==> src/inc/rtc_pkg.sv <==
// Shared register map, field layout, reset values and timing for the clock/watchdog/status block
`default_nettype none

package rtc_pkg;

  // Register indexes; write opcode = index, read opcode = index + 8'h80
  localparam logic [6:0] REG_SECONDS  = 7'h30; // [15:8] hundredths (tenths digit high), [7:0] seconds
  localparam logic [6:0] REG_MINS_HRS = 7'h31; // [15:8] minutes, [7:0] hours
  localparam logic [6:0] REG_DAY_DATE = 7'h32; // [15:8] day of week, [7:0] date
  localparam logic [6:0] REG_MON_YEAR = 7'h33; // [15:8] month, [7:0] year
  localparam logic [6:0] REG_WATCHDOG = 7'h34; // watchdog_countdown, 4 BCD digits of 10 ms
  localparam logic [6:0] REG_ALARM    = 7'h35; // [15:8] alarm minutes, [7:0] alarm hours
  localparam logic [6:0] REG_RTC_CTRL = 7'h36; // match enables, watchdog enable/flag, case flag
  localparam logic [6:0] REG_CAL_CTRL = 7'h37; // interrupt enable, timeout select
  localparam logic [6:0] REG_CAL_INT  = 7'h38; // read only
  localparam logic [6:0] REG_CAL_FRAC = 7'h39; // read only
  localparam logic [6:0] REG_STATUS   = 7'h3a; // read only, cleared by reading

  // Opcode ranges
  localparam logic [7:0] WR_OP_FIRST = 8'h30;
  localparam logic [7:0] WR_OP_LAST  = 8'h43;
  localparam logic [7:0] RD_OP_FIRST = 8'hb0;

  // Field positions
  localparam int HOUR_FORMAT_BIT = 6; // 1 = 12-hour
  localparam int HOUR_PM_BIT     = 5; // PM in 12-hour, twenty-hours digit in 24-hour
  localparam int CTRL_AM1_BIT    = 0;
  localparam int CTRL_AM2_BIT    = 1;
  localparam int CTRL_WDEN_BIT   = 2;
  localparam int CTRL_WF_BIT     = 3;
  localparam int CTRL_CASE_SWITCH_CONTROL_FLAG_BIT   = 4;
  localparam int CAL_INTEN_BIT   = 15;
  localparam int CAL_TOSEL_LSB   = 0;  // three bits
  localparam int ST_CAL_BIT      = 0;
  localparam int ST_TO_BIT       = 1;
  localparam int ST_AF_BIT       = 2;
  localparam int ST_CASE_SWITCH_IRQ_FLAG_BIT     = 3;
  localparam int STATUS_W        = 4;

  // Reset values
  localparam logic [15:0] SECONDS_RST  = 16'h0000;
  localparam logic [15:0] MINS_HRS_RST = 16'h0000;
  localparam logic [15:0] DAY_DATE_RST = 16'h0001;
  localparam logic [15:0] MON_YEAR_RST = 16'h0100;
  localparam logic [15:0] WATCHDOG_RST = 16'h0000;
  localparam logic [15:0] ALARM_RST    = 16'h0000;
  localparam logic [15:0] CAL_RES_RST  = 16'h0000;
  localparam logic [7:0]  DOW_LAST     = 8'h06;   // day-of-week wraps 6 -> 0
  localparam logic [15:0] CAL_TIMEOUT_BASE = 16'h0080; // limit = base << timeout select

  // Timing
  localparam int unsigned CLK_PERIOD_NS   = 25;
  localparam int unsigned TICK_PERIOD_NS  = 10_000_000;
  localparam int unsigned TICK_CYCLES     = TICK_PERIOD_NS / CLK_PERIOD_NS;
  localparam int unsigned TICK_MS         = 10;
  localparam int unsigned WDO_PULSE_MS    = 250;
  localparam logic [4:0]  WDO_PULSE_TICKS = 5'(WDO_PULSE_MS / TICK_MS);

  // Register request from the serial port, one-cycle strobes
  typedef struct packed {
    logic        wr;
    logic        rd;
    logic [6:0]  addr;
    logic [15:0] data;
  } reg_req_t;

  // Report from the calibration engine
  typedef struct packed {
    logic        done;    // one-cycle pulse at end of a run
    logic        manual;  // run was the host command, not automatic
    logic        error;   // engine detected a failure
    logic [15:0] elapsed; // internal calibration timing
    logic [15:0] res_int;
    logic [15:0] res_frac;
  } cal_report_t;

endpackage

`default_nettype wire

==> src/spi_reg_port.sv <==
// Serial register port: opcode then one 16-bit word, oversampled by the system clock
`default_nettype none

module spi_reg_port
  import rtc_pkg::*;
(
  input  wire logic            clk_i,      // System clock
  input  wire logic            rst_n_i,    // Async reset, active low
  input  wire logic            sck_i,      // Serial clock pin
  input  wire logic            ce_n_i,     // Chip enable pin, active low
  input  wire logic            din_i,      // Serial data in pin
  input  wire logic [15:0]     rd_data_i,  // Read word for req_o.addr
  output rtc_pkg::reg_req_t    req_o,      // Register strobes
  output logic                 dout_o,     // Serial data out
  output logic                 dout_oe_o   // Drive enable for serial data out
);

  logic [1:0]  sck_s;
  logic [1:0]  ce_s;
  logic [1:0]  din_s;
  logic        sck_q;
  logic        fall;
  logic        rise;
  logic [4:0]  bit_cnt;
  logic [14:0] shift;
  logic [7:0]  opcode;
  logic [15:0] tx;
  logic        reading;
  logic [7:0]  next_opcode;

  // Two-flop synchronisers for all pins
  always_ff @(posedge clk_i or negedge rst_n_i) begin
    if (!rst_n_i) begin
      sck_s <= 2'h0;
      ce_s  <= 2'h3;
      din_s <= 2'h0;
      sck_q <= 1'b0;
    end else begin
      sck_s <= {sck_s[0], sck_i};
      ce_s  <= {ce_s[0], ce_n_i};
      din_s <= {din_s[0], din_i};
      sck_q <= sck_s[1];
    end
  end

  assign fall        = sck_q & ~sck_s[1];
  assign rise        = ~sck_q & sck_s[1];
  assign next_opcode = {shift[6:0], din_s[1]};

  // Receive: data in taken on falling serial clock edges
  always_ff @(posedge clk_i or negedge rst_n_i) begin
    if (!rst_n_i) begin
      bit_cnt <= 5'h00;
      shift   <= 15'h0000;
      opcode  <= 8'h00;
      req_o   <= '0;
    end else begin
      req_o.wr <= 1'b0;
      req_o.rd <= 1'b0;
      if (ce_s[1]) begin
        bit_cnt <= 5'h00;
      end else if (fall) begin
        shift <= {shift[13:0], din_s[1]};
        if (bit_cnt != 5'h1f) begin
          bit_cnt <= bit_cnt + 5'h01; // Saturates; extra bits ignored
        end
        if (bit_cnt == 5'd7) begin
          opcode <= next_opcode;
          if (next_opcode >= RD_OP_FIRST) begin
            req_o.rd   <= 1'b1; // Snapshot taken at this instant
            req_o.addr <= next_opcode[6:0];
          end
        end
        if (bit_cnt == 5'd23 && opcode >= WR_OP_FIRST && opcode <= WR_OP_LAST) begin
          req_o.wr   <= 1'b1;
          req_o.addr <= opcode[6:0];
          req_o.data <= {shift, din_s[1]};
        end
      end
    end
  end

  // Transmit: next bit presented on rising edges, MSB first
  always_ff @(posedge clk_i or negedge rst_n_i) begin
    if (!rst_n_i) begin
      tx        <= 16'h0000;
      reading   <= 1'b0;
      dout_o    <= 1'b0;
      dout_oe_o <= 1'b0;
    end else if (ce_s[1]) begin
      reading   <= 1'b0;
      dout_oe_o <= 1'b0;
    end else if (req_o.rd) begin
      tx      <= rd_data_i;
      reading <= 1'b1;
    end else if (rise && reading && bit_cnt >= 5'd8) begin
      dout_o    <= tx[15];
      dout_oe_o <= 1'b1;
      tx        <= {tx[14:0], 1'b0};
    end
  end

endmodule

`default_nettype wire

==> src/rtc_alarm_watchdog_irq.sv <==
// Clock/calendar, alarm, watchdog, tamper, calibration result guard and interrupt status
`default_nettype none

// Behaviour
// - Failed calibration keeps old integer and fraction results in use.
// - Calibration over the selected timeout sets timeout flag and interrupt.
// - Time and calendar kept in BCD, readable and writable as words.
// - Date rolls over for short months, leap years through 2099.
// - Hour format bit clear: 24-hour, bit 5 is twenty-hours digit.
// - Hour format bit set: 12-hour, bit 5 is PM.
// - Day of week increments at midnight, host-chosen sequential values.
// - Alarm active when a match enable set; compares minutes and/or hours.
// - Alarm match sets alarm flag and interrupt when enabled.
// - Watchdog is 16-bit BCD down-counter in 10 ms units from seed.
// - Watchdog counts only while watchdog enable is set.
// - Watchdog read returns snapshot of current count.
// - Any watchdog write reloads the countdown immediately.
// - Count to zero sets watchdog flag and pulses output low 250 ms.
// - Watchdog flag sticky until written 0; clearing releases pulse at once.
// - A zero seed never sets the watchdog flag.
// - Case-switch event sets control and status tamper flags, interrupt.
// - Status flags set on event or command completion.
// - Status read clears flags; events during the read are kept.
// - Interrupt asserted while any status flag set, until read clear.
// - Interrupt works only once the interrupt enable bit is set.
module rtc_alarm_watchdog_irq
  import rtc_pkg::*;
#(
  parameter int unsigned TICK_CYCLES_P = rtc_pkg::TICK_CYCLES // Clocks per hundredth second
) (
  input  wire logic                  MCLK_I,                     // System clock, 40 MHz
  input  wire logic                  RESETN_I,                   // Async reset, active low
  input  wire logic                  SCK_I,                      // Serial clock
  input  wire logic                  CE_N_I,                     // Chip enable, active low
  input  wire logic                  DIN_I,                      // Serial data in
  output logic                       DOUT_O,                     // Serial data out
  output logic                       DOUT_OE_O,                  // Serial data out enable
  input  wire logic                  CASE_SWITCH_I,              // Tamper switch pin
  input  wire rtc_pkg::cal_report_t  CAL_REPORT_I,               // Calibration engine report
  output logic [15:0]                CAL_RESULT_INTEGER_O,       // Coefficient in use, integer
  output logic [15:0]                CAL_RESULT_FRACTION_O,      // Coefficient in use, fraction
  output logic [2:0]                 MEASURE_TIMEOUT_SEL_O,      // Timeout select to engine
  output logic                       INT_N_O,                    // Interrupt, active low
  output logic                       WATCHDOG_PULSE_OUT_N_O,     // Open-drain level, always low
  output logic                       WATCHDOG_PULSE_OUT_N_OE_O   // High while pulse pulls low
);

  localparam int PW = $clog2(TICK_CYCLES_P + 1);

  reg_req_t          req;
  logic [15:0]       rd_data;
  logic [PW-1:0]     presc;
  logic              tick;
  logic [7:0]        hund, sec, mins, hour, dow, date, month, year;
  logic [7:0]        alarm_min, alarm_hr;
  logic [15:0]       wd_cnt;
  logic              alarm_minute_match_en, alarm_hour_match_en;
  logic              watchdog_enable, watchdog_fired, case_switch_control_flag;
  logic              int_enable;
  logic [STATUS_W-1:0] status, next_status_set;
  logic [4:0]        pulse_cnt;
  logic              pulse_on;
  logic [1:0]        case_s;
  logic              case_q;
  logic              tamper_ev;
  logic              alarm_prev, alarm_match, alarm_ev;
  logic              c_sec, c_min, c_hr, midnight, c_month, c_year;
  logic              wd_expire, wf_clear_wr;
  logic [15:0]       cal_limit;
  logic              cal_timeout, cal_fail;
  logic              wr_secs, wr_mh, wr_dd, wr_my, wr_wd, wr_al, wr_ctl, wr_cal;

  // BCD helpers
  function automatic logic [7:0] bcd_inc(input logic [7:0] v);
    if (v[3:0] == 4'h9) begin
      return {v[7:4] + 4'h1, 4'h0};
    end
    return {v[7:4], v[3:0] + 4'h1};
  endfunction

  function automatic logic [15:0] bcd_dec(input logic [15:0] v);
    logic [15:0] r;
    logic        borrow;
    r      = v;
    borrow = 1'b1;
    for (int i = 0; i < 4; i++) begin
      if (borrow) begin
        if (v[4*i +: 4] == 4'h0) begin
          r[4*i +: 4] = 4'h9;
        end else begin
          r[4*i +: 4] = v[4*i +: 4] - 4'h1;
          borrow      = 1'b0;
        end
      end
    end
    return r;
  endfunction

  // Leap test on BCD year: tens even -> units 0/4/8, tens odd -> units 2/6
  function automatic logic [7:0] month_days(input logic [7:0] m, input logic [7:0] y);
    logic leap;
    leap = y[4] ? (y[3:0] == 4'h2 || y[3:0] == 4'h6)
                : (y[3:0] == 4'h0 || y[3:0] == 4'h4 || y[3:0] == 4'h8);
    if (m == 8'h02) begin
      return leap ? 8'h29 : 8'h28;
    end
    if (m == 8'h04 || m == 8'h06 || m == 8'h09 || m == 8'h11) begin
      return 8'h30;
    end
    return 8'h31;
  endfunction

  function automatic logic [7:0] next_hour(input logic [7:0] h);
    logic [7:0] r;
    r = h;
    if (!h[HOUR_FORMAT_BIT]) begin
      r[5:0] = (h[5:0] == 6'h23) ? 6'h00 : 6'(bcd_inc({2'b00, h[5:0]}));
    end else if (h[4:0] == 5'h11) begin
      r[4:0]        = 5'h12;
      r[HOUR_PM_BIT] = ~h[HOUR_PM_BIT];
    end else if (h[4:0] == 5'h12) begin
      r[4:0] = 5'h01;
    end else begin
      r[4:0] = 5'(bcd_inc({3'b000, h[4:0]}));
    end
    return r;
  endfunction

  // Serial register port
  spi_reg_port u_port (
    .clk_i     (MCLK_I),
    .rst_n_i   (RESETN_I),
    .sck_i     (SCK_I),
    .ce_n_i    (CE_N_I),
    .din_i     (DIN_I),
    .rd_data_i (rd_data),
    .req_o     (req),
    .dout_o    (DOUT_O),
    .dout_oe_o (DOUT_OE_O)
  );

  assign wr_secs = req.wr && req.addr == REG_SECONDS;
  assign wr_mh   = req.wr && req.addr == REG_MINS_HRS;
  assign wr_dd   = req.wr && req.addr == REG_DAY_DATE;
  assign wr_my   = req.wr && req.addr == REG_MON_YEAR;
  assign wr_wd   = req.wr && req.addr == REG_WATCHDOG;
  assign wr_al   = req.wr && req.addr == REG_ALARM;
  assign wr_ctl  = req.wr && req.addr == REG_RTC_CTRL;
  assign wr_cal  = req.wr && req.addr == REG_CAL_CTRL;

  // Hundredth-second tick; writing the seconds word restarts the fraction
  always_ff @(posedge MCLK_I or negedge RESETN_I) begin
    if (!RESETN_I) begin
      presc <= '0;
    end else if (wr_secs || presc == PW'(TICK_CYCLES_P - 1)) begin
      presc <= '0;
    end else begin
      presc <= presc + PW'(1);
    end
  end
  assign tick = (presc == PW'(TICK_CYCLES_P - 1));

  // Ripple carries through the calendar
  assign c_sec    = tick && hund == 8'h99;
  assign c_min    = c_sec && sec == 8'h59;
  assign c_hr     = c_min && mins == 8'h59;
  assign midnight = c_hr && (hour[HOUR_FORMAT_BIT] ? hour[5:0] == 6'h31 : hour[5:0] == 6'h23);
  assign c_month  = midnight && date == month_days(month, year);
  assign c_year   = c_month && month == 8'h12;

  // Time of day in BCD; host writes take priority over counting
  always_ff @(posedge MCLK_I or negedge RESETN_I) begin
    if (!RESETN_I) begin
      {hund, sec}  <= SECONDS_RST;
      {mins, hour} <= MINS_HRS_RST;
    end else begin
      if (wr_secs) begin
        {hund, sec} <= req.data;
      end else begin
        if (tick) hund <= (hund == 8'h99) ? 8'h00 : bcd_inc(hund);
        if (c_sec) sec <= (sec == 8'h59) ? 8'h00 : bcd_inc(sec);
      end
      if (wr_mh) begin
        {mins, hour} <= req.data;
      end else begin
        if (c_min) mins <= (mins == 8'h59) ? 8'h00 : bcd_inc(mins);
        if (c_hr) hour <= next_hour(hour);
      end
    end
  end

  // Calendar; day of week steps only at midnight
  always_ff @(posedge MCLK_I or negedge RESETN_I) begin
    if (!RESETN_I) begin
      {dow, date}   <= DAY_DATE_RST;
      {month, year} <= MON_YEAR_RST;
    end else begin
      if (wr_dd) begin
        {dow, date} <= req.data;
      end else if (midnight) begin
        dow  <= (dow == DOW_LAST) ? 8'h00 : dow + 8'h01;
        date <= c_month ? 8'h01 : bcd_inc(date);
      end
      if (wr_my) begin
        {month, year} <= req.data;
      end else if (c_month) begin
        month <= c_year ? 8'h01 : bcd_inc(month);
        if (c_year) year <= (year == 8'h99) ? 8'h00 : bcd_inc(year);
      end
    end
  end

  // Alarm on the rising edge of a match, so one match sets the flag once
  assign alarm_match = (alarm_minute_match_en || alarm_hour_match_en) &&
                       (!alarm_minute_match_en || alarm_min == mins) &&
                       (!alarm_hour_match_en || alarm_hr[6:0] == hour[6:0]);
  assign alarm_ev    = alarm_match && !alarm_prev;

  always_ff @(posedge MCLK_I or negedge RESETN_I) begin
    if (!RESETN_I) begin
      {alarm_min, alarm_hr} <= ALARM_RST;
      alarm_prev            <= 1'b0;
    end else begin
      if (wr_al) {alarm_min, alarm_hr} <= req.data;
      alarm_prev <= alarm_match;
    end
  end

  // Watchdog countdown; fires only on reaching zero, so a zero seed is inert
  assign wd_expire   = tick && watchdog_enable && wd_cnt == 16'h0001 && !wr_wd;
  assign wf_clear_wr = wr_ctl && !req.data[CTRL_WF_BIT];

  always_ff @(posedge MCLK_I or negedge RESETN_I) begin
    if (!RESETN_I) begin
      wd_cnt <= WATCHDOG_RST;
    end else if (wr_wd) begin
      wd_cnt <= req.data;
    end else if (tick && watchdog_enable && wd_cnt != 16'h0000) begin
      wd_cnt <= bcd_dec(wd_cnt);
    end
  end

  // Control bits; hardware sets win over a clearing write
  always_ff @(posedge MCLK_I or negedge RESETN_I) begin
    if (!RESETN_I) begin
      alarm_minute_match_en    <= 1'b0;
      alarm_hour_match_en      <= 1'b0;
      watchdog_enable          <= 1'b0;
      watchdog_fired           <= 1'b0;
      case_switch_control_flag <= 1'b0;
    end else begin
      if (wr_ctl) begin
        alarm_minute_match_en <= req.data[CTRL_AM1_BIT];
        alarm_hour_match_en   <= req.data[CTRL_AM2_BIT];
        watchdog_enable       <= req.data[CTRL_WDEN_BIT];
      end
      if (wd_expire) watchdog_fired <= 1'b1;
      else if (wf_clear_wr) watchdog_fired <= 1'b0;
      if (tamper_ev) case_switch_control_flag <= 1'b1;
      else if (wr_ctl && !req.data[CTRL_CASE_SWITCH_CONTROL_FLAG_BIT]) case_switch_control_flag <= 1'b0;
    end
  end

  // Watchdog low pulse, counted in hundredth ticks
  always_ff @(posedge MCLK_I or negedge RESETN_I) begin
    if (!RESETN_I) begin
      pulse_cnt <= 5'h00;
      pulse_on  <= 1'b0;
    end else if (wd_expire) begin
      pulse_cnt <= WDO_PULSE_TICKS;
      pulse_on  <= 1'b1;
    end else if (wf_clear_wr) begin
      pulse_on <= 1'b0;
    end else if (tick && pulse_on) begin
      pulse_cnt <= pulse_cnt - 5'h01;
      if (pulse_cnt == 5'h01) pulse_on <= 1'b0;
    end
  end
  assign WATCHDOG_PULSE_OUT_N_O    = 1'b0; // Open drain: only the enable moves
  assign WATCHDOG_PULSE_OUT_N_OE_O = pulse_on;

  // Tamper switch: synchronised, event on rising level
  always_ff @(posedge MCLK_I or negedge RESETN_I) begin
    if (!RESETN_I) begin
      case_s <= 2'h0;
      case_q <= 1'b0;
    end else begin
      case_s <= {case_s[0], CASE_SWITCH_I};
      case_q <= case_s[1];
    end
  end
  assign tamper_ev = case_s[1] && !case_q;

  // Calibration results kept unless the run succeeds
  assign cal_limit   = CAL_TIMEOUT_BASE << MEASURE_TIMEOUT_SEL_O;
  assign cal_timeout = CAL_REPORT_I.done && CAL_REPORT_I.elapsed > cal_limit;
  assign cal_fail    = CAL_REPORT_I.done && (CAL_REPORT_I.error || cal_timeout);

  always_ff @(posedge MCLK_I or negedge RESETN_I) begin
    if (!RESETN_I) begin
      CAL_RESULT_INTEGER_O  <= CAL_RES_RST;
      CAL_RESULT_FRACTION_O <= CAL_RES_RST;
      MEASURE_TIMEOUT_SEL_O <= 3'h0;
      int_enable            <= 1'b0;
    end else begin
      if (CAL_REPORT_I.done && !cal_fail) begin
        CAL_RESULT_INTEGER_O  <= CAL_REPORT_I.res_int;
        CAL_RESULT_FRACTION_O <= CAL_REPORT_I.res_frac;
      end
      if (wr_cal) begin
        int_enable            <= req.data[CAL_INTEN_BIT];
        MEASURE_TIMEOUT_SEL_O <= req.data[CAL_TOSEL_LSB +: 3];
      end
    end
  end

  // Status flags: a read clears, a same-cycle event survives the clear
  always_comb begin
    next_status_set              = '0;
    next_status_set[ST_CAL_BIT]  = CAL_REPORT_I.done && CAL_REPORT_I.manual && !cal_fail;
    next_status_set[ST_TO_BIT]   = cal_timeout;
    next_status_set[ST_AF_BIT]   = alarm_ev;
    next_status_set[ST_CASE_SWITCH_IRQ_FLAG_BIT] = tamper_ev;
  end

  always_ff @(posedge MCLK_I or negedge RESETN_I) begin
    if (!RESETN_I) begin
      status <= '0;
    end else if (req.rd && req.addr == REG_STATUS) begin
      status <= next_status_set;
    end else begin
      status <= status | next_status_set;
    end
  end

  // Interrupt pin, registered, active low
  always_ff @(posedge MCLK_I or negedge RESETN_I) begin
    if (!RESETN_I) begin
      INT_N_O <= 1'b1;
    end else begin
      INT_N_O <= !(int_enable && |status);
    end
  end

  // Read mux; sampled by the port on the read strobe, giving a snapshot
  always_comb begin
    rd_data = 16'h0000;
    unique case (req.addr)
      REG_SECONDS:  rd_data = {hund, sec};
      REG_MINS_HRS: rd_data = {mins, hour};
      REG_DAY_DATE: rd_data = {dow, date};
      REG_MON_YEAR: rd_data = {month, year};
      REG_WATCHDOG: rd_data = wd_cnt;
      REG_ALARM:    rd_data = {alarm_min, alarm_hr};
      REG_RTC_CTRL: rd_data = {11'h000, case_switch_control_flag, watchdog_fired, watchdog_enable,
                               alarm_hour_match_en, alarm_minute_match_en};
      REG_CAL_CTRL: rd_data = {int_enable, 12'h000, MEASURE_TIMEOUT_SEL_O};
      REG_CAL_INT:  rd_data = CAL_RESULT_INTEGER_O;
      REG_CAL_FRAC: rd_data = CAL_RESULT_FRACTION_O;
      REG_STATUS:   rd_data = {12'h000, status};
      default:      rd_data = 16'h0000;
    endcase
  end

endmodule

`default_nettype wire

==> config.mk <==
export PLATFORM = sky130hd
export DESIGN_NAME = rtc_alarm_watchdog_irq
export DESIGN_NICKNAME = d
export VERILOG_FILES = /design/src/inc/rtc_pkg.sv /design/src/spi_reg_port.sv /design/src/rtc_alarm_watchdog_irq.sv
export SDC_FILE = /design/constraint.sdc
export NUM_CORES = 1
export LEC_CHECK = 0
export BUFFER_PORTS_ARGS = -buffer_cell sky130_fd_sc_hd__buf_2
export CORE_MARGIN = 2
export CORE_UTILIZATION = 66
export DETAILED_ROUTE_END_ITERATION = 12
export PLACE_DENSITY = 0.86
export SLEW_MARGIN = 30
export SYNTH_ARGS = -nofsm -noshare
export SYNTH_HDL_FRONTEND = slang
export SYNTH_SLANG_ARGS = --single-unit
==> constraint.sdc <==
create_clock -name MCLK_I -period 4.2 [get_ports MCLK_I]
set_input_delay 0.84 -clock MCLK_I [delete_from_list [all_inputs] [get_ports MCLK_I]]
set_output_delay 0.84 -clock MCLK_I [all_outputs]
set_load 0.005 [all_outputs]
==> results.sh, run 1 <==
export IMPL_status="finished, final reports clean"
export IMPL_final_area_sq_um=15800
export IMPL_die_x_microns=150
export IMPL_required_ns=4.63
export IMPL_crit_slowest_cell="dfrtp_1"
export IMPL_ys_ff_latch=250
export IMPL_setup_viol=0
export IMPL_worst_slew_pin_slew_ns=0.897
export IMPL_fin_nets=1638
export IMPL_area_growth_synth_to_final_pct=12.3
export IMPL_diodes=0
export IMPL_cts_root_buffer_cell="clkbuf_16"
export IMPL_synth_compound_gate_area_share=0.153
export IMPL_synth_simple_gate_area_frac=0.207
export IMPL_synth_edf_count=0
export IMPL_finalMaxSlewViolations=0
export IMPL_yosysUniqueCellTypes=86
export IMPL_syn_nets=1570
export IMPL_yosysWarnings=0
export IMPL_core_sq_um=21000
export IMPL_netlist_area_leader_share=0.436
export IMPL_synth_largest_area_cell="dfrtp_1"
export IMPL_synth_fa_ha_area_frac=0.0338
export IMPL_maxCapViolations=0
export IMPL_initial_core_util=0.671
export IMPL_period_needed_ns=3.28
export IMPL_crit_arrival_ns=3.71
export IMPL_wl_per_cell_microns=23.1
export IMPL_post_cts_buffers=0
export IMPL_path_max_fanout=21
export IMPL_vias_per_cell=6.82
export IMPL_yosysSeqAreaShare=0.445
export IMPL_min_path_type="in -> async"
export IMPL_hold_viol=0
export IMPL_vdd_ir_drop_max_mv=0.409
export IMPL_synth_async_reset_ratio=1.00
export IMPL_power_mw=5.58
export IMPL_ios=97
export IMPL_grt_pass1_wl_microns=66700
export IMPL_path_clk_slew_ns=0.06
export IMPL_rsz0062_at_grt="false"
export IMPL_synthXorXnorAreaFrac=0.0311
export IMPL_drc_errors=0
export IMPL_max_freq_ghz=0.305
export IMPL_synth_cell_area_sq_um=14100
export IMPL_die_height_microns=150
export IMPL_dp_slack_ns=1.05
export IMPL_reg2reg_to="CAL_RESULT_FRACTION_O[12]"
export IMPL_fin_worst_skew_ns=0.0387
export IMPL_stdcell_count=1839
export IMPL_synth_top_family_by_area="simple AND/OR/NAND/NOR gates"
export IMPL_crit_path_max_incr_delay_ns=0.58
export IMPL_clock_latency_ns=0.58
export IMPL_layout_drive_gt1_share=0.190
export IMPL_crit_type="reg -> reg"
export IMPL_tns_ns=0
export IMPL_finalWorstSetupSlack_ns=0.918
export IMPL_synthMuxAreaShare=0.0952
export IMPL_synth_main_ff_cell="dfrtp_1"
export IMPL_fin_hold_ws_ns=0.303
export IMPL_ant_nets=0
export IMPL_ctsHoldBuffers=0
export IMPL_overflow=0
export IMPL_grt_max_degree=103
export IMPL_dr_pass1_iters=9
export IMPL_dp_hpwl_microns=29200
export IMPL_cts_tree="done"
export IMPL_grt_total_usage=0.382
export IMPL_antenna_found_initial=0
export IMPL_n_fill_cell=1468
export IMPL_crit_chain="or3b_2 > ha_1 > nand4_1 > nor2_1 > nand4b_1 > nor4_1 > o21ai_4 > buf_4 > mux2_2"
export IMPL_gp_congestion=0.990
export IMPL_r2r_start="MEASURE_TIMEOUT_SEL_O[1]"
export IMPL_relSlewSlack=0.401
export IMPL_portBuffers=95
export IMPL_synth_area_per_cell_sq_um=9.53
export IMPL_p_per_area_nw_per_um2=353
export IMPL_fin_crit_sh=0.781
export IMPL_num_rows=53
export IMPL_p_leak_nw=6.89
export IMPL_cts_buffers_inserted=27
export IMPL_cts_max_level=1
export IMPL_r2r_setup_slack_ns=0.92
export IMPL_synthCells=1475
export IMPL_clock_sinks=250
export IMPL_grt_pass1_vias=12100
export IMPL_via_count=12500
export IMPL_placed_cell_area_sq_um=14800
export IMPL_ctsResizeCount=0
export IMPL_crit_path_end_kind="register"
export IMPL_post_route_util=0.753
export IMPL_yosys_top_cells_area="dfrtp_1 44%, mux2_2 7.3%, nand2_1 4.1%, nor2_1 3.6%, ha_1 3.4%"
export IMPL_cts_buffer_depth=3
export IMPL_dr_first_iter_drc_count=1756
export IMPL_post_place_cells=1789
export IMPL_critPathLaunchType="register"
export IMPL_dieArea_sq_um=22500
export IMPL_reg2regPathDepth=9
export IMPL_drt_wl_total_microns=42400
==> where the power goes <==
group,switching (mW),internal [mW]
clock,1.02,1.54
combinational,0.147,0.176
sequential,0.157,2.53
total,1.33,4.25
==> worst max-delay path, delay by kind of cell, from the launching register on <==
family | cells | cell delay [ns]
AOI/OAI and AO/OA | 1 | 0.24
adders and majority gates | 1 | 0.31
muxes | 1 | 0.31
buffers and inverters | 1 | 0.31
and+or+nand+nor | 5 | 1.37
DFF | 1 | 0.58
==> logic make-up after synthesis <==
group | count (synthesis)
buffers and inverters | 120
and+or+nand+nor | 567
adders and majority gates | 38
DFF | 250
xor gates and xnor gates | 50
muxes | 122
AOI/OAI and AO/OA | 327
other | 1
==> layer usage <==
layer | track usage | part of all wire
met5 | 0 | 0
met3 | 0.0973 | 0.12
met2 | 0.588 | 0.45
met4 | 0.192 | 0.060
met1 | 0.506 | 0.37
==> cell usage in the layout, fill, tap and decap left out, drive strengths merged, types with 23 or more instances in the layout <==
master / count
inv: 37
nor3: 28
o21ai: 79
clkbuf: 40
mux2: 91
buf: 122
mux2i: 31
nand3: 67
xnor2: 27
a31oi: 36
nor2: 136
dfrtp: 245
ha: 38
xor2: 23
a21oi: 60
nand2: 155
==> area by class of cell <==
cell class | instances | area (sq um) | share of cell area
sequential | 250 | 6260 | 0.397
tap | 275 | 344 | 0.0218
multi-input combinational | 1105 | 7370 | 0.467
timing repair buffer | 122 | 713 | 0.0452
clock buffer | 40 | 785 | 0.0497
clock inverter | 10 | 173 | 0.0109
inverter | 37 | 139 | 0.00880
==> state kept, by name, summed over array words and instances, names as in the netlist, 15 cells and up <==
signal,cells
presc,19
CAL_RESULT_INTEGER_O,16
CAL_RESULT_FRACTION_O,16
u_port.shift,15
u_port.req_o,25
wd_cnt,16
u_port.tx,16
==> cell usage after synthesis (14+ instances only) <==
library cell	n
nand4_1	14
inv_1	36
nand2_1	155
a31oi_1	36
xnor2_1	27
clkbuf_1	68
dfrtp_1	245
and3_1	19
xor2_1	23
nand3b_1	20
ha_1	38
nor3_1	28
mux2_2	91
o31ai_1	19
a21oi_1	60
o21ai_0	78
mux2i_1	30
nor2_1	136
a22oi_1	20
nand3_1	66
or3_1	15
==> worst max-delay path by stage <==
stage | startpoint | to | slack (ns)
6_report | MEASURE_TIMEOUT_SEL_O[1] | CAL_RESULT_FRACTION_O[12] | 0.92
5_1_grt | MEASURE_TIMEOUT_SEL_O[1] | CAL_RESULT_FRACTION_O[12] | 0.81
4_1_cts | MEASURE_TIMEOUT_SEL_O[1] | CAL_RESULT_INTEGER_O[0] | 0.95
3_5_place_dp | MEASURE_TIMEOUT_SEL_O[1] | CAL_RESULT_INTEGER_O[15] | 1.05
3_3_place_gp | month[0] | date[2] | 1.07
2_1_floorplan | MEASURE_TIMEOUT_SEL_O[1] | CAL_RESULT_FRACTION_O[0] | 1.27
(Power assumes the default switching activity.)
==> run 2: changes to the inputs <==
--- a/config.mk
+++ b/config.mk
@@ -7,9 +7,9 @@
 export LEC_CHECK = 0
 export BUFFER_PORTS_ARGS = -buffer_cell sky130_fd_sc_hd__buf_2
 export CORE_MARGIN = 2
-export CORE_UTILIZATION = 66
+export CORE_UTILIZATION = 55
 export DETAILED_ROUTE_END_ITERATION = 12
-export PLACE_DENSITY = 0.86
+export PLACE_DENSITY = 0.76
 export SLEW_MARGIN = 30
 export SYNTH_ARGS = -nofsm -noshare
 export SYNTH_HDL_FRONTEND = slang
==> constraint.sdc (replaced) <==
create_clock -name MCLK_I -period 2.66 [get_ports MCLK_I]
set_input_delay 0.532 -clock MCLK_I [delete_from_list [all_inputs] [get_ports MCLK_I]]
set_output_delay 0.532 -clock MCLK_I [all_outputs]
set_load 0.005 [all_outputs]
==> run 2 against run 1 <==
Compared with the run above: the flow now finishes with violations (negative setup slack); hold slack got worse by 0.23 ns; largest power group unchanged; highest routed layer unchanged; global-route usage shrank 4.4 points; critical path depth decreased by 2; critical endpoint is now year[6]; clock skew is 0.016 ns lower; routed wire length rose by 6.9%; utilization down 6.9 points; worst setup slack worse by 1.0 ns.
==> results.sh, run 2 (same netlist as run 1, synthesis figures left out) <==
export IMPL_cts_root_buffer_cell="clkbuf_16"
export IMPL_final_area_sq_um=17200
export IMPL_wl_per_cell_microns=22.5
export IMPL_reg_top3="u_port.req_o: 25 flops, presc: 19 flops"
export IMPL_p_int_mw=6.44
export IMPL_violations="negative setup slack"
export IMPL_finalMaxSlewViolations=0
export IMPL_cp_num_cells=7
export IMPL_overflow=0
export IMPL_reg2reg_to="year[6]"
export IMPL_num_rows=58
export IMPL_layout_drive_gt1_share=0.273
export IMPL_grt_util_met2=0.521
export IMPL_grt_total_usage=0.338
export IMPL_hold_viol=0
export IMPL_grt_pass1_vias=12400
export IMPL_use_met1=0.472
export IMPL_clock_sinks=250
export IMPL_maxCapViolations=0
export IMPL_worst_slew_pin_slew_ns=0.777
export IMPL_dr_pass1_iters=6
export IMPL_final_cell_mix="244 x dfrtp_1, 154 x nand2_1, 134 x buf_4, 133 x nor2_1, 94 x buf_2"
export IMPL_drc_errors=0
export IMPL_pwr_share_seq=0.501
export IMPL_die_height_microns=164
export IMPL_cts_buffer_depth=3
export IMPL_swShare=0.243
export IMPL_cts_tree="done"
export IMPL_crit_buf_inv=1
export IMPL_ant_nets=0
export IMPL_fin_worst_skew_ns=0.0228
export IMPL_initial_core_util=0.560
export IMPL_largest_reg_flops=25
export IMPL_critPathLaunchType="register"
export IMPL_grt_pass1_wl_microns=70000
export IMPL_top_register="u_port.req_o"
export IMPL_vias_per_cell=6.39
export IMPL_fin_crit_sh=1.03
export IMPL_area_growth_synth_to_final_pct=22.1
export IMPL_vdd_ir_drop_max_mv=0.789
export IMPL_crit_chain="or4b_4 > or4_4 > a211oi_4 > mux2i_2 > buf_12 > or3_4 > o311ai_4"
export IMPL_crit_path_max_incr_delay_ns=0.54
export IMPL_met3_usage=0.0735
export IMPL_die_x_microns=164
export IMPL_crit_slowest_cell="or4b_4"
export IMPL_placed_cell_area_sq_um=15800
export IMPL_cts_max_level=1
export IMPL_status="complete, but fails checks"
export IMPL_r2r_start="month[2]"
export IMPL_combPwrFrac=0.064
export IMPL_setup_viol=18
export IMPL_antenna_found_initial=1
export IMPL_period_needed_ns=2.74
export IMPL_dp_hpwl_microns=32200
export IMPL_ios=97
export IMPL_p_leak_nw=7.68
export IMPL_clock_latency_ns=0.56
export IMPL_min_path_type="in -> reg"
export IMPL_crit_path_end_kind="register"
export IMPL_reg2regPathDepth=7
export IMPL_layout_commonest_cell="dfrtp_1"
export IMPL_grt_busiest_layer="met2"
export IMPL_gp_congestion=0.982
export IMPL_relSlewSlack=0.481
export IMPL_required_ns=3.11
export IMPL_max_freq_ghz=0.365
export IMPL_rsz0062_at_grt="true"
export IMPL_startpoint="month[2]"
export IMPL_p_clk_frac=0.435
export IMPL_fin_nets=1766
export IMPL_stdcell_count=2018
export IMPL_crit_end="year[6]"
export IMPL_p_switching_mw=2.06
export IMPL_dr_first_iter_drc_count=1496
export IMPL_crit_arrival_ns=3.20
export IMPL_dieArea_sq_um=26900
export IMPL_r2r_setup_slack_ns=-0.08
export IMPL_crit_family="simple AND/OR/NAND/NOR gates"
export IMPL_grt_max_degree=76
export IMPL_portBuffers=95
export IMPL_path_max_fanout=17
export IMPL_finalWorstSetupSlack_ns=-0.0826
export IMPL_via_count=12900
export IMPL_post_place_cells=1953
export IMPL_core_sq_um=25100
export IMPL_cts_buffers_inserted=27
export IMPL_crit_type="reg -> reg"
export IMPL_p_per_area_nw_per_um2=495
export IMPL_drt_wl_total_microns=45300
export IMPL_path_clk_slew_ns=0.06
[run 2: changes by cell type in the layout (fill, tap and decap cells not counted), sizes merged]
cell         before  now
buf             122  249
bufinv            4    1
clkbuf           40   38
clkinv            6    5
clkinvlp          0    1
diode             0    1
dlygate4sd3       0    1
[run 2: metrics by stage]
step                hold slack (ns)  setup WS (ns)  total power [mW]  TNS [ns]   util
floorplan                     0.236        -0.0157              4.42    -0.433      -
CTS                          0.0688         -0.105              8.52    -0.909  0.673
global route                 0.0686         -0.159              8.75     -3.09  0.684
detailed placement            0.335         -0.135              4.83    -0.672  0.628
finish                       0.0772        -0.0826              8.50     -1.08  0.684
global placement              0.333        -0.0200              4.80   -0.0470  0.628
[run 2: power by group through the flow]
stage / clock network, mW / logic, mW / registers, mW
after global placement: 0 / 0.493 / 4.30
after floorplan: 0 / 0.209 / 4.21
final: 3.70 / 0.543 / 4.26
after detailed placement: 0 / 0.515 / 4.31
after global routing: 3.87 / 0.602 / 4.28
after CTS: 3.73 / 0.548 / 4.25
[run 2: worst min path at each step]
stage	from	end	slack [ns]	cells after the start
final	CE_N_I	u_port.ce_s[0]	0.08	1
after global routing	CE_N_I	u_port.ce_s[0]	0.07	1
after CTS	CE_N_I	u_port.ce_s[0]	0.07	1
after detailed placement	u_port.sck_s[0]	u_port.sck_s[1]	0.33	0
after global placement	u_port.din_s[0]	u_port.din_s[1]	0.33	0
after floorplan	RESETN_I	CAL_RESULT_FRACTION_O[0]	0.24	0
[run 2: repair_timing]
action	in CTS	in global routing
resized for setup	25	54
hold buffers	1	0
hold endpoints to repair	13	0
setup buffers	12	6
gates cloned	2	0
pin swaps	3	17
endpoints found under the setup margin	41	77
[run 2: area by class of cell]
class | instances | area, sq um
diodes | 1 | 2.50
flip-flops and latches | 250 | 6260
well taps | 330 | 413
fillers | 2000 | 7940
repair buffers | 250 | 1830
clock inverters | 7 | 66.3
inverters | 37 | 139
clock buffers | 38 | 787
multi-input cells | 1105 | 7670
[run 2: routing by layer]
metal,wire (microns),part of all wire,vias to the layer above
met4,1840,0.041,0
met3,4340,0.096,133
met1,18600,0.41,6333
met5,0,0,-
met2,20600,0.45,652
li1,-,-,5785
[run 2: worst reg2reg max path: cells and delay by family (launching register included)]
kind	cells	cell delay [ns]
AND/OR/NAND/NOR	3	1.47
AO/OA/AOI/OAI	2	0.51
flip-flops	1	0.38
buffers and inverters	1	0.16
multiplexers	1	0.13
==> run 3: changes to the inputs <==
--- a/config.mk
+++ b/config.mk
@@ -9,8 +9,9 @@
 export CORE_MARGIN = 2
 export CORE_UTILIZATION = 55
 export DETAILED_ROUTE_END_ITERATION = 12
-export PLACE_DENSITY = 0.76
+export PLACE_DENSITY = 0.77
 export SLEW_MARGIN = 30
 export SYNTH_ARGS = -nofsm -noshare
 export SYNTH_HDL_FRONTEND = slang
+export SYNTH_HIERARCHICAL = 1
 export SYNTH_SLANG_ARGS = --single-unit
==> run 3 against run 2 <==
Compared with the run above: the run still ends with negative setup slack left; critical path depth is 2 higher; clock skew is 0.0097 ns lower; final cell count is 4.1% lower; highest routed layer unchanged.
==> results.sh, run 3 <==
export IMPL_final_area_sq_um=16700
export IMPL_crit_slowest_cell="dfrtp_2"
export IMPL_gp_congestion=0.981
export IMPL_cts_buffers_inserted=28
export IMPL_antenna_found_initial=0
export IMPL_violations="negative setup slack"
export IMPL_setup_viol=34
export IMPL_cpMostUsedCell="or3b_4"
export IMPL_synth_main_ff_cell="dfrtp_1"
export IMPL_portBuffers=95
export IMPL_dp_hpwl_microns=30100
export IMPL_reg2regPathDepth=9
export IMPL_clock_latency_ns=0.55
export IMPL_largest_reg_flops=25
export IMPL_yosys_top_cells_area="dfrtp_1 45%, mux2_2 6.1%, nand2_1 4.1%, nor2_1 3.7%, ha_1 3.5%"
export IMPL_netlist_area_leader_share=0.450
export IMPL_vdd_ir_drop_max_mv=0.447
export IMPL_overflow=0
export IMPL_r2r_start="MEASURE_TIMEOUT_SEL_O[0]"
export IMPL_synth_largest_area_cell="dfrtp_1"
export IMPL_hold_viol=0
export IMPL_clock_sinks=250
export IMPL_ios=97
export IMPL_ys_ff_latch=250
export IMPL_fin_nets=1685
export IMPL_dr_pass1_iters=6
export IMPL_n_fill_cell=1824
export IMPL_yosys_top_cells_count="245 x dfrtp_1, 150 x nand2_1, 135 x nor2_1"
export IMPL_startpoint="MEASURE_TIMEOUT_SEL_O[0]"
export IMPL_num_rows=57
export IMPL_cts_root_buffer_cell="clkbuf_16"
export IMPL_max_freq_ghz=0.355
export IMPL_crit_chain="or3b_4 > ha_4 > nand4_1 > nor2_1 > nand4b_1 > o41a_1 > or3b_4 > buf_12 > mux2_2"
export IMPL_crit_family="simple AND/OR/NAND/NOR gates"
export IMPL_crit_path_max_incr_delay_ns=0.43
export IMPL_area_growth_synth_to_final_pct=22.3
export IMPL_maxCapViolations=0
export IMPL_min_path_type="in -> reg"
export IMPL_final_cell_mix="244 x dfrtp_1, 150 x nand2_1, 135 x nor2_1, 134 x buf_4, 94 x buf_2"
export IMPL_required_ns=3.09
export IMPL_relSlewSlack=0.557
export IMPL_min_delay_path_depth=1
export IMPL_syn_nets=1483
export IMPL_crit_buf_inv=1
export IMPL_via_count=12200
export IMPL_initial_core_util=0.560
export IMPL_dr_first_iter_drc_count=1222
export IMPL_top_register="u_port/req_o"
export IMPL_p_leak_nw=7.66
export IMPL_p_switching_mw=2.04
export IMPL_post_route_util=0.685
export IMPL_reg_top3="u_port/req_o: 25 flops, presc: 19 flops"
export IMPL_yosysWarnings=6
export IMPL_cts_max_level=1
export IMPL_path_clk_slew_ns=0.06
export IMPL_die_height_microns=161
export IMPL_finalWorstSetupSlack_ns=-0.154
export IMPL_p_int_mw=6.68
export IMPL_cts_tree="done"
export IMPL_fin_crit_sh=1.06
export IMPL_rsz0062_at_grt="true"
export IMPL_synth_most_common_cell="dfrtp_1"
export IMPL_crit_arrival_ns=3.24
export IMPL_crit_type="reg -> reg"
export IMPL_layout_drive_gt1_share=0.273
export IMPL_status="complete, but fails checks"
export IMPL_stdcell_count=1936
export IMPL_yosysSeqAreaShare=0.460
export IMPL_fin_worst_skew_ns=0.0132
export IMPL_grt_pass1_vias=12000
export IMPL_combPwrFrac=0.055
export IMPL_grt_pass1_wl_microns=65100
export IMPL_pwr_share_seq=0.480
export IMPL_critPathLaunchType="register"
export IMPL_wl_per_cell_microns=21.4
export IMPL_diodes=0
export IMPL_cts_buffer_depth=3
export IMPL_placed_cell_area_sq_um=15400
export IMPL_synth_edf_count=0
export IMPL_hp_start="CE_N_I"
export IMPL_synth_area_per_cell_sq_um=9.82
export IMPL_ant_nets=0
export IMPL_grt_max_degree=70
export IMPL_synth_async_reset_ratio=1.00
export IMPL_synthCells=1388
export IMPL_yosysUniqueCellTypes=83
export IMPL_dieArea_sq_um=26100
export IMPL_vias_per_cell=6.32
export IMPL_synth_cell_area_sq_um=13600
export IMPL_period_needed_ns=2.81
export IMPL_cp_num_cells=9
export IMPL_post_place_cells=1873
export IMPL_drt_wl_total_microns=41500
export IMPL_path_max_fanout=20
export IMPL_power_mw=8.73
export IMPL_grt_total_usage=0.318
export IMPL_dp_slack_ns=-0.139
export IMPL_finalMaxSlewViolations=0
export IMPL_swShare=0.234
export IMPL_tns_ns=-3.97
export IMPL_drc_errors=0
export IMPL_crit_path_end_kind="register"
export IMPL_p_per_area_nw_per_um2=524
export IMPL_worst_slew_pin_slew_ns=0.665
export IMPL_die_x_microns=161
export IMPL_layout_commonest_cell="dfrtp_1"
export IMPL_fin_hold_ws_ns=0.0791
export IMPL_p_clk_frac=0.465
export IMPL_core_sq_um=24300
run 3: changes by cell type after synthesis, sizes merged, moves of 8 or more:
cell    delta
mux2      -13
nand3     -10
a22o       +8
o31ai     -12
a222oi    +12
a21oi     -18
clkbuf    -14
a22oi      +8
run 3: final timing paths:
path,end,slack [ns]
setup / recovery,CAL_RESULT_INTEGER_O[13],-0.15
hold / removal,u_port/ce_s[0],0.08
setup reg to reg,CAL_RESULT_INTEGER_O[13],-0.15
hold reg to reg,case_s[1],0.35
max in group asynchronous,u_port/ce_s[0],1.32
min in group asynchronous,presc[3],0.54
run 3: logic make-up after synthesis:
family,count (synthesis),share of synthesized area
other,1,0.000275
buffers and inverters,110,0.0321
multiplexers,112,0.0905
flip-flops,250,0.460
XOR/XNOR,51,0.0328
adder cells (fa/ha/maj),38,0.0349
AND/OR/NAND/NOR,529,0.198
AO/OA/AOI/OAI,297,0.152
run 3: timing repair:
item                                   4_1_cts  5_1_grt
pin swaps                                    5       27
buffers inserted                             1        8
resized for setup                           10       38
endpoints found under the hold margin       58        0
setup endpoints to repair                   52       67
hold buffers                                 1        0
gates cloned                                 0        1
run 3: area by class of cell:
cell class	instances	area [sq um]	area share
multi-input combinational	1029	7190	0.431
sequential	250	6260	0.376
timing repair buffer	241	1680	0.101
clock buffer	38	830	0.0498
tap	324	405	0.0243
inverter	40	150	0.00901
clock inverter	14	148	0.00886
run 3: power groups by stage:
| stage | logic (mW) | clock network, mW | registers (mW) |
|---|---|---|---|
| global route | 0.534 | 4.26 | 4.19 |
| finish | 0.478 | 4.06 | 4.19 |
| global placement | 0.467 | 0 | 4.24 |
| floorplan | 0.181 | 0 | 4.16 |
| CTS | 0.488 | 4.11 | 4.18 |
| detailed placement | 0.484 | 0 | 4.25 |
run 3: layer usage:
metal  track usage  vias to the layer above  share of wire
met1         0.423                     6018           0.40
li1              -                     5468              -
met4         0.145                        0          0.051
met3        0.0519                      149          0.088
met5             0                        -              0
met2         0.513                      598           0.46
